===== config.mk =====
export PLATFORM = sky130hd
export DESIGN_NAME = power_mode_controller
export DESIGN_NICKNAME = d
export VERILOG_FILES = /design/src/pmc_pkg.sv /design/src/power_mode_controller.sv
export SDC_FILE = /design/constraint.sdc
export NUM_CORES = 1
export LEC_CHECK = 0
export BUFFER_PORTS_ARGS = -buffer_cell sky130_fd_sc_hd__buf_2
export CORE_MARGIN = 4
export CORE_UTILIZATION = 45
export CTS_CLUSTER_SIZE = 28
export DETAILED_ROUTE_END_ITERATION = 16
export PLACE_DENSITY = 0.78
export SYNTH_ARGS = -nofsm -noshare
export SYNTH_HDL_FRONTEND = slang
export SYNTH_SLANG_ARGS = --single-unit

===== constraint.sdc =====
create_clock -name hclk -period 1.9 [get_ports hclk]
set_input_delay 0.285 -clock hclk [delete_from_list [all_inputs] [get_ports hclk]]
set_output_delay 0.285 -clock hclk [all_outputs]
set_load 0.01 [all_outputs]

===== src/pmc_pkg.sv =====
package pmc_pkg;
	// register byte addresses (chosen layout)
	localparam logic [7:0] ADDR_SCC    = 8'h00; // system_clock_control
	localparam logic [7:0] ADDR_OSC    = 8'h04; // fast_osc_control
	localparam logic [7:0] ADDR_STATUS = 8'h08; // flags and mode
	localparam logic [7:0] ADDR_WAKE   = 8'h0c; // port_a_wake_enable
	// field positions
	localparam int SCC_SLOW_KEEP = 0;
	localparam int SCC_FAST_KEEP = 1;
	localparam int SCC_CKS_LSB   = 5;
	localparam int OSC_EN        = 0;
	localparam int OSC_STABLE    = 1;
	localparam logic [2:0] CKS_SLOW = 3'h7;
	localparam logic [2:0] CKS_RST  = 3'h0;
	localparam logic [7:0] WAKE_RST = 8'h00;
	// fast oscillator settle time, model default
	localparam int OSC_SETTLE_NS  = 64;
	localparam int CLK_PERIOD_NS  = 8;
	localparam int OSC_SETTLE_CYC =
		(OSC_SETTLE_NS + CLK_PERIOD_NS - 1) / CLK_PERIOD_NS;
	localparam logic [1:0] HTRANS_NONSEQ = 2'h2;

	typedef enum logic [2:0] {
		MODE_FAST  = 3'h0,
		MODE_SLOW  = 3'h1,
		MODE_SLEEP = 3'h2,
		MODE_IDLE_SLOW_ONLY_MODE = 3'h3,
		MODE_IDLE_BOTH_CLOCKS_MODE = 3'h4,
		MODE_IDLE_FAST_ONLY_MODE = 3'h5
	} mode_t;

	// cpu-side request and response signals
	typedef struct packed {
		logic       stop_instr;
		logic       wdt_clear_instr;
		logic       wdt_overflow;
		logic       wdt_enabled;
		logic       irq_request;
		logic       irq_enabled;
		logic       stack_full;
	} cpu_req_t;

	typedef struct packed {
		logic       cpu_run;
		logic       resume_next;
		logic       irq_service;
		logic       pc_sp_reset;
		logic       wdt_counter_clear;
		logic       wdt_run;
	} cpu_rsp_t;
endpackage


===== src/power_mode_controller.sv =====
// Implementation choices: the register offsets and the AHB-Lite register port.
`timescale 1ns/1ps
// Operation
// - select code 111 switches to slow clock
// - slow switch completes when slow oscillator stable
// - codes 000-110 pick fast divided by 2^n
// - slow-to-fast waits for fast stable flag
// - stop with keeps 00 enters sleep
// - stop with keeps 01 enters idle_slow_only_mode
// - stop with keeps 11 enters idle_both_clocks_mode
// - stop with keeps 10 enters idle_fast_only_mode
// - low power halts execution, state retained
// - stop sets power-down, clears timeout flag
// - entering low power clears watchdog counter
// - wake on port edge, interrupt, watchdog
// - per-pin wake enable for falling edges
// - power-down flag cleared by reset, wdt clear
// - watchdog wake sets timeout, resets pc/sp
// - pin wake resumes after stop unless an enabled irq with room coincides
// - masked or stack-full irq resumes, stays pending
// - enabled irq with room gets serviced unless a pin wake coincides
// - pre-pending irq cannot wake device
// - keep bits at scc bits 1,0, reset 0
// - fast enable clears then sets stable flag
module power_mode_controller #(
	parameter int PORT_W     = 8,
	parameter int SETTLE_CYC = pmc_pkg::OSC_SETTLE_CYC
) (
	input  wire logic                 hclk,
	input  wire logic                 hresetn,
	input  wire logic                 hsel,
	input  wire logic [31:0]          haddr,
	input  wire logic [1:0]           htrans,
	input  wire logic                 hwrite,
	input  wire logic [2:0]           hsize,
	input  wire logic [31:0]          hwdata,
	input  wire logic                 hready,
	output logic [31:0]               hrdata,
	output logic                      hreadyout,
	output logic                      hresp,
	input  wire pmc_pkg::cpu_req_t    cpu_req,
	input  wire logic                 slow_osc_stable,
	input  wire logic [PORT_W-1:0]    port_a_in,
	output pmc_pkg::cpu_rsp_t         cpu_rsp,
	output logic                      fast_clk_on,
	output logic                      slow_clk_on,
	output logic                      sys_clk_is_slow,
	output logic [2:0]                sys_div_log2,
	output logic [2:0]                op_mode
);
	pmc_pkg::mode_t    mode_q, mode_d;
	logic [2:0]        cks_q, eff_sel_q;
	logic              fast_keep_q, slow_keep_q;
	logic              osc_en_q, osc_stable_q;
	logic [7:0]        settle_cnt_q;
	logic              pdf_q, to_q;
	logic [PORT_W-1:0] wake_en_q, port_prev_q;
	logic              irq_pre_q;
	logic              wait_clk_q;
	logic              ap_valid_q, ap_write_q;
	logic [7:0]        ap_addr_q;
	logic [31:0]       hrdata_q;
	pmc_pkg::cpu_rsp_t rsp_q;
	logic [31:0]       rd_mux;
	logic              slow_run_q, eff_is_slow_q;
	logic [2:0]        div_q;

	// bus decode
	wire ap_take  = hsel && hready && (htrans == pmc_pkg::HTRANS_NONSEQ);
	wire wr_now   = ap_valid_q && ap_write_q;
	wire wr_scc   = wr_now && (ap_addr_q == pmc_pkg::ADDR_SCC);
	wire wr_osc   = wr_now && (ap_addr_q == pmc_pkg::ADDR_OSC);
	wire wr_wake  = wr_now && (ap_addr_q == pmc_pkg::ADDR_WAKE);
	wire rd_take  = ap_take && !hwrite;
	wire [7:0] rd_addr = haddr[7:0];

	wire low_power = (mode_q != pmc_pkg::MODE_FAST) &&
		(mode_q != pmc_pkg::MODE_SLOW);
	wire stop_go   = cpu_req.stop_instr && !low_power && !wait_clk_q;

	// wake sources
	wire [PORT_W-1:0] pin_fall = port_prev_q & ~port_a_in & wake_en_q;
	wire pin_wake  = |pin_fall;
	wire irq_wake  = cpu_req.irq_request && !irq_pre_q;
	wire wdt_wake  = cpu_req.wdt_overflow;
	wire any_wake  = low_power && (pin_wake || irq_wake || wdt_wake);
	wire irq_take  = irq_wake && cpu_req.irq_enabled && !cpu_req.stack_full;

	// clock needed after wake: requested selection
	wire want_slow = (cks_q == pmc_pkg::CKS_SLOW);
	wire src_ok    = want_slow ? slow_osc_stable : osc_stable_q;
	wire osc_need  = osc_en_q || !want_slow || (mode_q == pmc_pkg::MODE_IDLE_BOTH_CLOCKS_MODE)
		|| (mode_q == pmc_pkg::MODE_IDLE_FAST_ONLY_MODE);

	// stop instruction picks mode from keep bits
	always_comb begin
		mode_d = mode_q;
		if (stop_go) begin
			case ({fast_keep_q, slow_keep_q})
				2'b00:   mode_d = pmc_pkg::MODE_SLEEP;
				2'b01:   mode_d = pmc_pkg::MODE_IDLE_SLOW_ONLY_MODE;
				2'b11:   mode_d = pmc_pkg::MODE_IDLE_BOTH_CLOCKS_MODE;
				2'b10:   mode_d = pmc_pkg::MODE_IDLE_FAST_ONLY_MODE;
				default: mode_d = pmc_pkg::MODE_SLEEP;
			endcase
		end else if (any_wake || !low_power) begin
			mode_d = (eff_sel_q == pmc_pkg::CKS_SLOW) ?
				pmc_pkg::MODE_SLOW : pmc_pkg::MODE_FAST;
		end
	end

	// mode state
	always_ff @(posedge hclk or negedge hresetn) begin
		if (!hresetn) begin
			mode_q     <= pmc_pkg::MODE_FAST;
			wait_clk_q <= 1'b0;
		end else begin
			mode_q     <= mode_d;
			wait_clk_q <= (any_wake || wait_clk_q) && !src_ok;
		end
	end

	// control register fields
	always_ff @(posedge hclk or negedge hresetn) begin
		if (!hresetn) begin
			cks_q       <= pmc_pkg::CKS_RST;
			fast_keep_q <= 1'b0;
			slow_keep_q <= 1'b0;
			osc_en_q    <= 1'b1;
			wake_en_q   <= '0;
		end else begin
			if (wr_scc) begin
				cks_q       <= hwdata[pmc_pkg::SCC_CKS_LSB +: 3];
				fast_keep_q <= hwdata[pmc_pkg::SCC_FAST_KEEP];
				slow_keep_q <= hwdata[pmc_pkg::SCC_SLOW_KEEP];
			end
			if (wr_osc)
				osc_en_q <= hwdata[pmc_pkg::OSC_EN];
			if (wr_wake)
				wake_en_q <= hwdata[PORT_W-1:0];
		end
	end

	// fast oscillator runs when enabled or needed outside low power, or kept in idle
	wire fast_run = !low_power ? osc_need :
		((mode_q == pmc_pkg::MODE_IDLE_BOTH_CLOCKS_MODE) || (mode_q == pmc_pkg::MODE_IDLE_FAST_ONLY_MODE));
	wire slow_run = !low_power ||
		(mode_q == pmc_pkg::MODE_IDLE_SLOW_ONLY_MODE) || (mode_q == pmc_pkg::MODE_IDLE_BOTH_CLOCKS_MODE);

	// stable flag drops when stopped, rises after settle count
	always_ff @(posedge hclk or negedge hresetn) begin
		if (!hresetn) begin
			osc_stable_q <= 1'b0;
			settle_cnt_q <= 8'h00;
		end else if (!fast_run) begin
			osc_stable_q <= 1'b0;
			settle_cnt_q <= 8'h00;
		end else if (!osc_stable_q) begin
			settle_cnt_q <= settle_cnt_q + 8'h01;
			osc_stable_q <= (settle_cnt_q == 8'(SETTLE_CYC - 1));
		end
	end

	// effective selection moves only once target clock is stable
	always_ff @(posedge hclk or negedge hresetn) begin
		if (!hresetn)
			eff_sel_q <= pmc_pkg::CKS_RST;
		else if (want_slow && slow_osc_stable)
			eff_sel_q <= pmc_pkg::CKS_SLOW;
		else if (!want_slow && osc_stable_q)
			eff_sel_q <= cks_q;
	end

	// status flags
	always_ff @(posedge hclk or negedge hresetn) begin
		if (!hresetn) begin
			pdf_q <= 1'b0;
			to_q  <= 1'b0;
		end else begin
			if (stop_go) begin
				pdf_q <= 1'b1;
				to_q  <= 1'b0;
			end else begin
				if (cpu_req.wdt_clear_instr)
					pdf_q <= 1'b0;
				if (low_power && wdt_wake)
					to_q <= 1'b1;
			end
		end
	end

	// pin history and interrupt already pending at entry
	always_ff @(posedge hclk or negedge hresetn) begin
		if (!hresetn) begin
			port_prev_q <= '0;
			irq_pre_q   <= 1'b0;
		end else begin
			port_prev_q <= port_a_in;
			if (stop_go)
				irq_pre_q <= cpu_req.irq_request;
			else if (!cpu_req.irq_request)
				irq_pre_q <= 1'b0;
		end
	end

	// cpu response
	always_ff @(posedge hclk or negedge hresetn) begin
		if (!hresetn)
			rsp_q <= '0;
		else begin
			rsp_q.cpu_run <= !low_power && !wait_clk_q && !stop_go;
			rsp_q.wdt_counter_clear <= stop_go;
			rsp_q.wdt_run <= cpu_req.wdt_enabled;
			rsp_q.pc_sp_reset <= any_wake && wdt_wake;
			rsp_q.resume_next <= any_wake && !wdt_wake &&
				!irq_take;
			rsp_q.irq_service <= any_wake && !wdt_wake && !pin_wake &&
				irq_take;
		end
	end

	// ahb-lite slave, zero wait states
	always_ff @(posedge hclk or negedge hresetn) begin
		if (!hresetn) begin
			ap_valid_q <= 1'b0;
			ap_write_q <= 1'b0;
			ap_addr_q  <= 8'h00;
			hrdata_q   <= 32'h0000_0000;
		end else begin
			ap_valid_q <= ap_take;
			ap_write_q <= hwrite;
			ap_addr_q  <= haddr[7:0];
			if (rd_take)
				hrdata_q <= rd_mux;
		end
	end

	// read data selection by address phase offset
	assign rd_mux =
		(rd_addr == pmc_pkg::ADDR_SCC) ? {24'h0, cks_q, 3'h0,
			fast_keep_q, slow_keep_q} :
		(rd_addr == pmc_pkg::ADDR_OSC) ? {30'h0, osc_stable_q, osc_en_q} :
		(rd_addr == pmc_pkg::ADDR_STATUS) ? {24'h0, eff_sel_q, op_mode,
			to_q, pdf_q} :
		(rd_addr == pmc_pkg::ADDR_WAKE) ? {{(32-PORT_W){1'b0}}, wake_en_q} :
		32'h0000_0000;

	// outputs
	assign hrdata          = hrdata_q;
	assign hreadyout       = 1'b1;
	assign hresp           = 1'b0;
	assign cpu_rsp         = rsp_q;
	assign fast_clk_on     = osc_stable_q;
	assign slow_clk_on     = slow_run_q;
	assign sys_clk_is_slow = eff_is_slow_q;
	assign sys_div_log2    = div_q;
	assign op_mode         = mode_q;

	// registered clock status
	always_ff @(posedge hclk or negedge hresetn) begin
		if (!hresetn) begin
			slow_run_q    <= 1'b1;
			eff_is_slow_q <= 1'b0;
			div_q         <= 3'h0;
		end else begin
			slow_run_q    <= slow_run;
			eff_is_slow_q <= (eff_sel_q == pmc_pkg::CKS_SLOW);
			div_q         <= (eff_sel_q == pmc_pkg::CKS_SLOW) ? 3'h0 :
				eff_sel_q;
		end
	end

	// assertions
	a_stop_sets_pdf: assert property (@(posedge hclk) disable iff (!hresetn)
		stop_go |=> pdf_q && !to_q) else $error("pdf/to not updated on stop");
	a_sleep_entry: assert property (@(posedge hclk) disable iff (!hresetn)
		stop_go && !fast_keep_q && !slow_keep_q |=>
		mode_q == pmc_pkg::MODE_SLEEP) else $error("sleep not entered");
	a_idle_both_clocks_mode_entry: assert property (@(posedge hclk) disable iff (!hresetn)
		stop_go && fast_keep_q && slow_keep_q |=>
		mode_q == pmc_pkg::MODE_IDLE_BOTH_CLOCKS_MODE) else $error("idle_both_clocks_mode not entered");
	a_wdt_clear: assert property (@(posedge hclk) disable iff (!hresetn)
		stop_go |=> cpu_rsp.wdt_counter_clear) else $error("wdt not cleared");
	a_halt_no_run: assert property (@(posedge hclk) disable iff (!hresetn)
		low_power |=> !cpu_rsp.cpu_run) else $error("cpu runs in low power");
	a_wdt_wake_to: assert property (@(posedge hclk) disable iff (!hresetn)
		any_wake && wdt_wake |=> to_q && cpu_rsp.pc_sp_reset)
		else $error("wdt wake without to");
	a_pre_irq_blocks: assert property (@(posedge hclk) disable iff (!hresetn)
		low_power && irq_pre_q && !pin_wake && !wdt_wake |=>
		mode_q == $past(mode_q)) else $error("pending irq woke device");
	a_slow_needs_osc: assert property (@(posedge hclk) disable iff (!hresetn)
		$rose(eff_sel_q == pmc_pkg::CKS_SLOW) |-> $past(slow_osc_stable))
		else $error("slow switch before stable");
	a_fast_needs_stable: assert property (@(posedge hclk) disable iff (!hresetn)
		$fell(eff_sel_q == pmc_pkg::CKS_SLOW) |-> $past(osc_stable_q))
		else $error("fast switch before stable");

	// keeps 01 at stop must land in the slow-only idle mode
	a_idle_slow_only_mode_entry: assert property (@(posedge hclk) disable iff (!hresetn)
		stop_go && !fast_keep_q && slow_keep_q |=>
		mode_q == pmc_pkg::MODE_IDLE_SLOW_ONLY_MODE)
		else $error("idle_slow_only_mode not entered");

	// keeps 10 at stop must land in the fast-only idle mode
	a_idle_fast_only_mode_entry: assert property (@(posedge hclk) disable iff (!hresetn)
		stop_go && fast_keep_q && !slow_keep_q |=>
		mode_q == pmc_pkg::MODE_IDLE_FAST_ONLY_MODE)
		else $error("idle_fast_only_mode not entered");

	// any accepted wake source leaves low power on the next edge
	a_wake_exit: assert property (@(posedge hclk) disable iff (!hresetn)
		any_wake |=>
		!low_power)
		else $error("wake did not leave low power");

	// with no enabled pin edge and no other source the mode holds
	a_pin_hold: assert property (@(posedge hclk) disable iff (!hresetn)
		low_power && !pin_wake && !irq_wake && !wdt_wake |=>
		mode_q == $past(mode_q))
		else $error("woke without enabled source");

	// the watchdog clear instruction drops the power-down flag
	a_wdt_clr_pdf: assert property (@(posedge hclk) disable iff (!hresetn)
		cpu_req.wdt_clear_instr && !stop_go |=>
		!pdf_q)
		else $error("pdf not cleared");

	// a pin wake resumes after the stop instruction
	a_pin_resume: assert property (@(posedge hclk) disable iff (!hresetn)
		any_wake && pin_wake && !wdt_wake && !irq_take |=>
		cpu_rsp.resume_next)
		else $error("pin wake did not resume");

	// a masked or stack-full interrupt resumes without service
	a_irq_held: assert property (@(posedge hclk) disable iff (!hresetn)
		any_wake && irq_wake && !irq_take && !wdt_wake |=>
		cpu_rsp.resume_next && !cpu_rsp.irq_service)
		else $error("held irq handled wrongly");

	// an enabled interrupt with stack room is serviced
	a_irq_service: assert property (@(posedge hclk) disable iff (!hresetn)
		any_wake && irq_take && !wdt_wake && !pin_wake |=>
		cpu_rsp.irq_service)
		else $error("irq not serviced");

	// a stopped fast oscillator never reports stable
	a_stable_drop: assert property (@(posedge hclk) disable iff (!hresetn)
		!fast_run |=>
		!fast_clk_on)
		else $error("stable flag kept while stopped");

	// the core stays halted while the clock source settles
	a_wait_holds: assert property (@(posedge hclk) disable iff (!hresetn)
		wait_clk_q |=>
		!cpu_rsp.cpu_run)
		else $error("core ran before clock stable");

	// fast divider output follows the effective selection
	a_div_follow: assert property (@(posedge hclk) disable iff (!hresetn)
		eff_sel_q != pmc_pkg::CKS_SLOW |=>
		sys_div_log2 == $past(eff_sel_q))
		else $error("divider does not follow select");

	// the timeout flag only rises from a watchdog wake
	a_to_by_wdt: assert property (@(posedge hclk) disable iff (!hresetn)
		$rose(to_q) |->
		$past(wdt_wake))
		else $error("timeout flag set without wdt wake");

	// main scenarios reached
	c_idle_slow_only_mode_seen: cover property (@(posedge hclk)
		mode_q == pmc_pkg::MODE_IDLE_SLOW_ONLY_MODE);
	c_wdt_wake: cover property (@(posedge hclk) cpu_rsp.pc_sp_reset);
	c_sleep_wake: cover property (@(posedge hclk)
		mode_q == pmc_pkg::MODE_SLEEP ##[1:50] mode_q == pmc_pkg::MODE_FAST);
	c_irq_serviced: cover property (@(posedge hclk) cpu_rsp.irq_service);
	c_to_slow: cover property (@(posedge hclk) sys_clk_is_slow);
endmodule // power_mode_controller


### Yosys cells after proc, flatten, opt, wreduce, memory -nomap -nowiden

Cells that the tools add are included.

* register bits: 94
* bits in latches: 0
* bits in writable memories: 0
* bits in read-only memories: 0
* input bits: 90
* output and inout port bits: 49
* logic and storage cells: 127
* memories: 0

* add/sub/neg operators: 1
* $mul: 0
* divide/modulo/power cells: 0
* magnitude comparators: 0
* equal/unequal tests: 18
* shift-type cells: 0
* multiplexer cells: 23
* bitwise gates (word level): 3
* reductions and logical operators: 55

Operators by type and width (number)
* 8-bit 2-to-1 mux: 6
* 1-bit logical AND: 25
* 8-bit by 3-bit equality test with 1-bit output, second input constant: 3
* 8-bit by 4-bit equality test with 1-bit output, second input constant: 3
* 8-bit AND: 2
* 8-bit zero test: 2
* 3-bit 2-to-1 mux: 5
* 3-bit equality test, second input constant: 4
* 3-bit one-hot mux with 4 select lines: 1
* 1-bit zero test: 11
* 1-bit 2-to-1 mux: 11
* 1-bit logical OR: 10
* 8-bit by 1-bit adder with 8-bit output, second input constant: 1
* 8-bit inverter: 1
* 2-bit nonzero test: 4
* 8-bit OR reduction: 1
* 2-bit equality test, second input constant: 3
* 3-bit by 2-bit equality test with 1-bit output, second input constant: 1
* 3-bit by 1-bit inequality test with 1-bit output, second input constant: 1
* 3-bit nonzero test: 1
* 2-bit by 1-bit equality test with 1-bit output, second input constant: 1
* 2-bit zero test: 1
* 2-bit by 1-bit inequality test with 1-bit output, second input constant: 1
* 2-bit inequality test, second input constant: 1

### Logic depth before layout (Yosys ltp)

Gate-level depths: netlist of run 1.

* depth after elaboration: 10
* gate-level depth with buffers: 6
* mapped depth without buffers: 6

### Least setup slack after synthesis of run 1

OpenSTA, ideal clock, no wires.

* path type: reg2reg
* from: register ap_addr_q[5]
* to: register cks_q[0]
* setup time: 0.125 ns
* arrival: 1.434 ns
* required time: 1.775 ns
* setup slack: 0.341 ns
* stages on the path, launching flop included: 5
* path buffers: 0
* clock period less this slack: 1.559 ns
* path through: dfrtp_1 > nor4_2 > nand4_2 > nor3_4 > mux2_2

* word-level cells in the longest chain between the ends: 2

Ends and longest elaborated chain
* start: declaration: RTL line power_mode_controller.sv:61 `logic [7:0] ap_addr_q;`
* start signal: assignment: RTL line power_mode_controller.sv:232 `ap_addr_q <= haddr[7:0];`
* 8-bit zero test: RTL line power_mode_controller.sv:71 `wire wr_scc = wr_now && (ap_addr_q == pmc_pkg::ADDR_SCC);`
* 1-bit logical AND: RTL line power_mode_controller.sv:71
* end signal: assignment: RTL line power_mode_controller.sv:126 `cks_q <= pmc_pkg::CKS_RST;`
* end signal: assignment: RTL line power_mode_controller.sv:133 `cks_q <= hwdata[pmc_pkg::SCC_CKS_LSB +: 3];`
* end: declaration: RTL line power_mode_controller.sv:52 `logic [2:0] cks_q, eff_sel_q;`

No other way between the ends.
A chain may end at the register's enable or synchronous reset.

### Worst setup path in the final report of run 1

* from: register ap_addr_q[5]
* to: register wake_en_q[3]

* word-level cells in the longest chain between the ends: 2

Ends and longest elaborated chain
* 8-bit by 4-bit equality test with 1-bit output: RTL line power_mode_controller.sv:73 `wire wr_wake = wr_now && (ap_addr_q == pmc_pkg::ADDR_WAKE);`
* 1-bit logical AND: RTL line power_mode_controller.sv:73
* end signal: assignment: RTL line power_mode_controller.sv:140 `wake_en_q <= hwdata[PORT_W-1:0];`
* end: declaration: RTL line power_mode_controller.sv:57 `logic [PORT_W-1:0] wake_en_q, port_prev_q;`

No other way between the ends.

==> flow_summary.toml, run 1 <==
[detailed_routing]
met2_length_um = 2950
drt-met1-wl_um = 2540
routed_wl_um = 5950
routedWlPerCell_um = 14.7
drt_iter0_markers = 88
vias = 2045
antenna_left = 0
route.met3.wl_um = 333
drtPass1Iterations = 4
avgViaCountPerCell = 5.04
topRoutingLayerUsed = "met4"
drcViolationCount = 0

[global_route]
grt_use_total_pct = 15.8
grt_pass1_wl_um = 10200
grt_pass1_vias = 2123
antenna_found_initial = 0
gr-total-overflow = 0
grt_max_degree = 71

[synthesis]
netlist_instances = 256
yosys-top-cells-area = "dfrtp_1 56%, buf_4 6.4%, mux2_2 5.2%, mux2i_1 3.6%, nor2_1 2.6%"
yosysSeqAreaShare_pct = 57.5
synth_most_common_cell = "dfrtp_1"
synth-seq-cells = 70
yosysTopAreaCellShare_pct = 55.7
yosys-top-cells-count = "68 x dfrtp_1, 26 x buf_4, 21 x nor2_1"
synth_edf_count = 0
synth_area_um2 = 3050
synth_cell_types = 44
synth_top_area_cell = "dfrtp_1"
avgSynthCellArea_um2 = 11.9
yosysWarnings = 0
synth_async_sr_flop_share_pct = 100
ys.flop_type = "dfrtp_1"

[clocking]
clk_pin_slew_ns = 0.07
clock_path_buffers = 2
post-cts-setup-buffer-count = 0
ctsResizeCount = 0
cts_made_buffers = 9
root_buffer = "clkbuf_8"
insertion_delay_ns = 0.34
cts_tree = "built"
h-tree-depth = 3
cts.sinks = 70

[sta]
fin_worst_skew_ns = 0.00991
finalMaxSlewViolations = 0
clock.fmax_mhz = 558
setup_tns_ns = 0
rsz0062_at_grt = "no"
slew_headroom_pct = 53.8
worst_pin_slew_ns = 0.688
setup_viol = 0
holdWs_ns = 0.0540
post-route-period-util_pct = 94.4
finalHoldViolCount = 0
fin_crit_ns = 1.79

[pwr]
power.leakage_nw = 1.84
peakVddDrop_mv = 0.444
fin_total_pwr_w = 0.00357
power.density_nw_per_um2 = 998

[floorplan]
die_area_um2 = 8170
die_w_um = 90.4
core_area_um2 = 6460
start_util_pct = 47.3
pin_count = 139
row_count = 29
die_height_um = 90.4

[critical_path]
cp-start-kind = "flop"
critical_path_class = "flop to flop"
crit_arrival_ns = 2.01
slowest_delay_ns = 0.38
end_kind = "flop"
path_max_fanout = 8
cp_slowest_cell = "dfrtp_1"
path_cells = "nor4_2, nand4_2, nor2_4, mux2_2"
critPathTopFamily = "simple AND/OR/NAND/NOR gates"
r2r_setup_slack_ns = 0.11
required_ns = 2.12
critPathBufInv = 0

[placement]
place_area_um2 = 3340
port_buffers = 61
globalplace.congestion = 0.823
place_hpwl_um = 4410

[finish]
areaGrowthSynthToFinish_pct = 17.1
n_antenna_cell = 0
fin_nets = 419
drive_gt1_share_pct = 31.0
final_area_um2 = 3570

[run_status]
status = "completed"

[job]
maxCapViolCount = 0

[hold_path]
hp-class = "input port to flop"
[metrics by stage]
stage,worst slack [ns],std cells,util (%)
floorplan,0.341,280,-
global placement,0.172,389,51.8
detailed placement,0.106,389,51.8
CTS,0.0864,406,55.3
global route,0.0148,406,55.3
finish,0.106,406,55.3
[area by class of cell]
cell class                 instances  area (µm²)
clock inverter                     2        37.5
fill                             561        2880
inverter                          11        41.3
timing repair buffer              63         335
clock buffer                      14         183
sequential                        70        1750
multi-input combinational        169        1130
tap                               77        96.3
[state kept, by name, indices dropped and copies added (netlist names), 3 cells and up]
name	cells
wake_en_q	8
port_prev_q	8
cpu_rsp	6
ap_addr_q	8
sys_div_log2	3
op_mode	3
cks_q	3
hrdata	8
settle_cnt_q	8
eff_sel_q	3
[power breakdown]
group	internal, W	total, W	switching (W)
logic	0.000240	0.000503	0.000263
registers	0.00164	0.00179	0.000145
clock network	0.000751	0.00128	0.000526
total	0.00263	0.00357	0.000934
[cell usage in the layout, fill, tap and decap left out, types with 2 or more instances in the layout]
cell,count
xor2_1,3
and3b_1,2
conb_1,26
and3_1,2
buf_2,61
ha_1,5
nand3b_1,4
inv_1,11
nand3_1,4
o21ai_0,13
dfstp_2,2
a21oi_1,2
nor4_1,3
dfrtp_1,68
xnor2_1,4
nor2b_1,6
mux4_2,2
mux2_2,14
nor3_1,2
nor3b_1,3
o21a_1,3
clkbuf_8,13
mux2i_1,11
a31oi_1,4
nand2_1,19
nor2_1,21
[worst paths after layout]
kind / start / to / cells after the start
worst max-delay path: ap_addr_q[5]$_DFF_PN0_ / wake_en_q[3]$_DFFE_PN0P_ / 4
worst min-delay path: cpu_req[3] / cpu_rsp[0]$_DFF_PN0_ / 1
worst max register to register: ap_addr_q[5]$_DFF_PN0_ / wake_en_q[3]$_DFFE_PN0P_ / 4
worst min register to register: hrdata[0]$_DFFE_PN0P_ / hrdata[0]$_DFFE_PN0P_ / 2
max in group asynchronous: hresetn / slow_clk_on$_DFF_PN1_ / 3
min in group asynchronous: hresetn / hrdata[1]$_DFFE_PN0P_ / 3
[cells by family (layout without fill, tap and decap cells)]
family | after synthesis | count (layout) | share of synthesized area (%)
xor gates and xnor gates | 7 | 7 | 2.01
adders and majority gates | 5 | 5 | 2.05
other | 2 | 26 | 0.246
AOI/OAI and AO/OA | 27 | 27 | 5.53
buffers and inverters | 41 | 90 | 8.57
muxes | 27 | 27 | 10.2
DFF | 70 | 70 | 57.5
and+or+nand+nor | 77 | 77 | 13.9
[timing repair]
action,4_1_cts,5_1_grt
endpoints found under the setup margin,0,0
hold buffers,1,0
endpoints found under the hold margin,68,0
[layer usage]
layer,GRT usage [%],up-vias
met5,0,-
met4,8.42,0
met3,3.75,11
met2,25.0,64
met1,20.0,1015
li1,-,955
Note: power is estimated with default switching activity, not from simulation.
==> run 2, diff against run 1 <==
CORE_MARGIN = unset   (was 4)
==> flow_summary.toml, run 2 (synthesized netlist as in run 1, its figures left out) <==
[placement]
port_buffers = 61
place_hpwl_um = 4180
dp.cells = 390
dp_worst_setup_slack_ns = 0.171
globalplace.congestion = 0.800

[floorplan]
die_w_um = 84.4
core_area_um2 = 6460
die_height_um = 84.4
start_util_pct = 47.3
die_area_um2 = 7120
pin_count = 139
row_count = 29

[finish]
n_antenna_cell = 0
drive_gt1_share_pct = 31.5
fin_cells = 407
fin_nets = 420
final_cell_mix = "68 x dfrtp_1, 61 x buf_2, 26 x conb_1, 21 x nor2_1, 19 x nand2_1"
final_common_cell = "dfrtp_1"
areaGrowthSynthToFinish_pct = 18.6

[clocking]
cts.sinks = 70
cts_hold_buf = 1
h-tree-depth = 3
ctsResizeCount = 0
clock_path_buffers = 2
clk_pin_slew_ns = 0.07
insertion_delay_ns = 0.35
cts_tree = "built"
cts_made_buffers = 9
post-cts-setup-buffer-count = 0
root_buffer = "clkbuf_8"

[critical_path]
end_kind = "flop"
reg2reg_depth = 5
cp-start-kind = "flop"
timing.rr.start = "wake_en_q[7]$_DFFE_PN0P_"
required_ns = 2.14
critical_path.endpoint = "wait_clk_q$_DFF_PN0_"
crit_arrival_ns = 1.97
r2r_setup_slack_ns = 0.17
path_max_fanout = 5
timing.critical_path.from = "wake_en_q[7]$_DFFE_PN0P_"
critical_path_class = "flop to flop"
reg2reg_to = "wait_clk_q$_DFF_PN0_"

[sta]
setup_viol = 0
finalHoldViolCount = 0
clock.fmax_mhz = 577
fin_ws_ns = 0.167
fin_worst_skew_ns = 0.00864
fin_crit_ns = 1.73
finalMaxSlewViolations = 0
rsz0062_at_grt = "no"
setup_tns_ns = 0
worst_pin_slew_ns = 0.657
post-route-period-util_pct = 91.2
slew_headroom_pct = 55.9

[detailed_routing]
drt-met1-wl_um = 2520
drt_iter0_markers = 115
met2_length_um = 2720
topRoutingLayerUsed = "met4"
routedWlPerCell_um = 13.8
route.met3.wl_um = 279
drtPass1Iterations = 11
vias = 2033
drcViolationCount = 15
avgViaCountPerCell = 5.00
routed_wl_um = 5620
antenna_left = 0

[job]
maxCapViolCount = 0

[pwr]
peakVddDrop_mv = 0.401
fin_total_pwr_w = 0.00389
power.leakage_nw = 1.87
power.density_nw_per_um2 = 1080

[global_route]
gr-total-overflow = 0
grt_max_degree = 40
grt_pass1_vias = 2019
antenna_found_initial = 0
grt_use_total_pct = 17.3
grt_pass1_wl_um = 9380

[run_status]
violations = "design-rule violations"
status = "complete, but fails checks"

[hold_path]
hp-class = "input port to flop"
==> run 2: cell count changes in the layout (fill, tap and decap cells not counted), sizes merged <==
cell,delta
bufinv,+3
buf,+1
clkinv,+1
clkbuf,-4
==> run 2: final cells by class <==
class	instances	area [µm²]
multi-input cells	169	1130
clock inverters	6	133
fillers	549	2840
flip-flops and latches	70	1750
inverters	11	41.3
clock buffers	10	138
repair buffers	64	330
well taps	77	96.3
==> run 2: stage by stage <==
step	util [%]	hold slack [ns]	cell area (µm²)
after detailed placement	51.7	0.340	3340
after global placement	51.7	0.332	3340
after CTS	56.0	0.0231	3620
final	56.0	0.0340	3620
after global routing	56.0	0.0229	3620
after floorplan	-	-0.0106	3140
==> run 2: layer usage <==
layer  vias to the layer above  global-route usage [%]
met4                         0                    7.40
li1                        961                       -
met1                      1006                    22.6
met2                        58                    27.6
met3                         8                    4.52
met5                         -                       0
==> run 2: worst max-delay path: stages (launching register included) <==
cell and delay [ns]:
dfrtp_1 0.42, nand2_1 0.08, o21ai_0 0.08, nor4_1 0.42
nand3_1 0.29, o311a_1 0.35
==> run 2: worst min-delay path by stage <==
| stage | from | endpoint | slack, ns | depth (start not counted) |
|---|---|---|---|---|
| 6_report | cpu_req[3] | cpu_rsp[0]$_DFF_PN0_ | 0.03 | 1 |
| 5_1_grt | cpu_req[3] | cpu_rsp[0]$_DFF_PN0_ | 0.02 | 1 |
| 4_1_cts | cpu_req[3] | cpu_rsp[0]$_DFF_PN0_ | 0.02 | 1 |
| 3_5_place_dp | hresetn | port_prev_q[6]$_DFF_PN0_ | 0.34 | 2 |
| 3_3_place_gp | hresetn | hrdata[1]$_DFFE_PN0P_ | 0.33 | 2 |
| 2_1_floorplan | hresetn | ap_addr_q[0]$_DFF_PN0_ | -0.01 | 0 |
==> run 2: power breakdown <==
part | leakage (nW) | internal, W | switching (W)
clock network | 0.132 | 0.00104 | 0.000563
registers | 0.892 | 0.00164 | 0.000142
logic | 0.844 | 0.000240 | 0.000268
total | 1.87 | 0.00292 | 0.000973
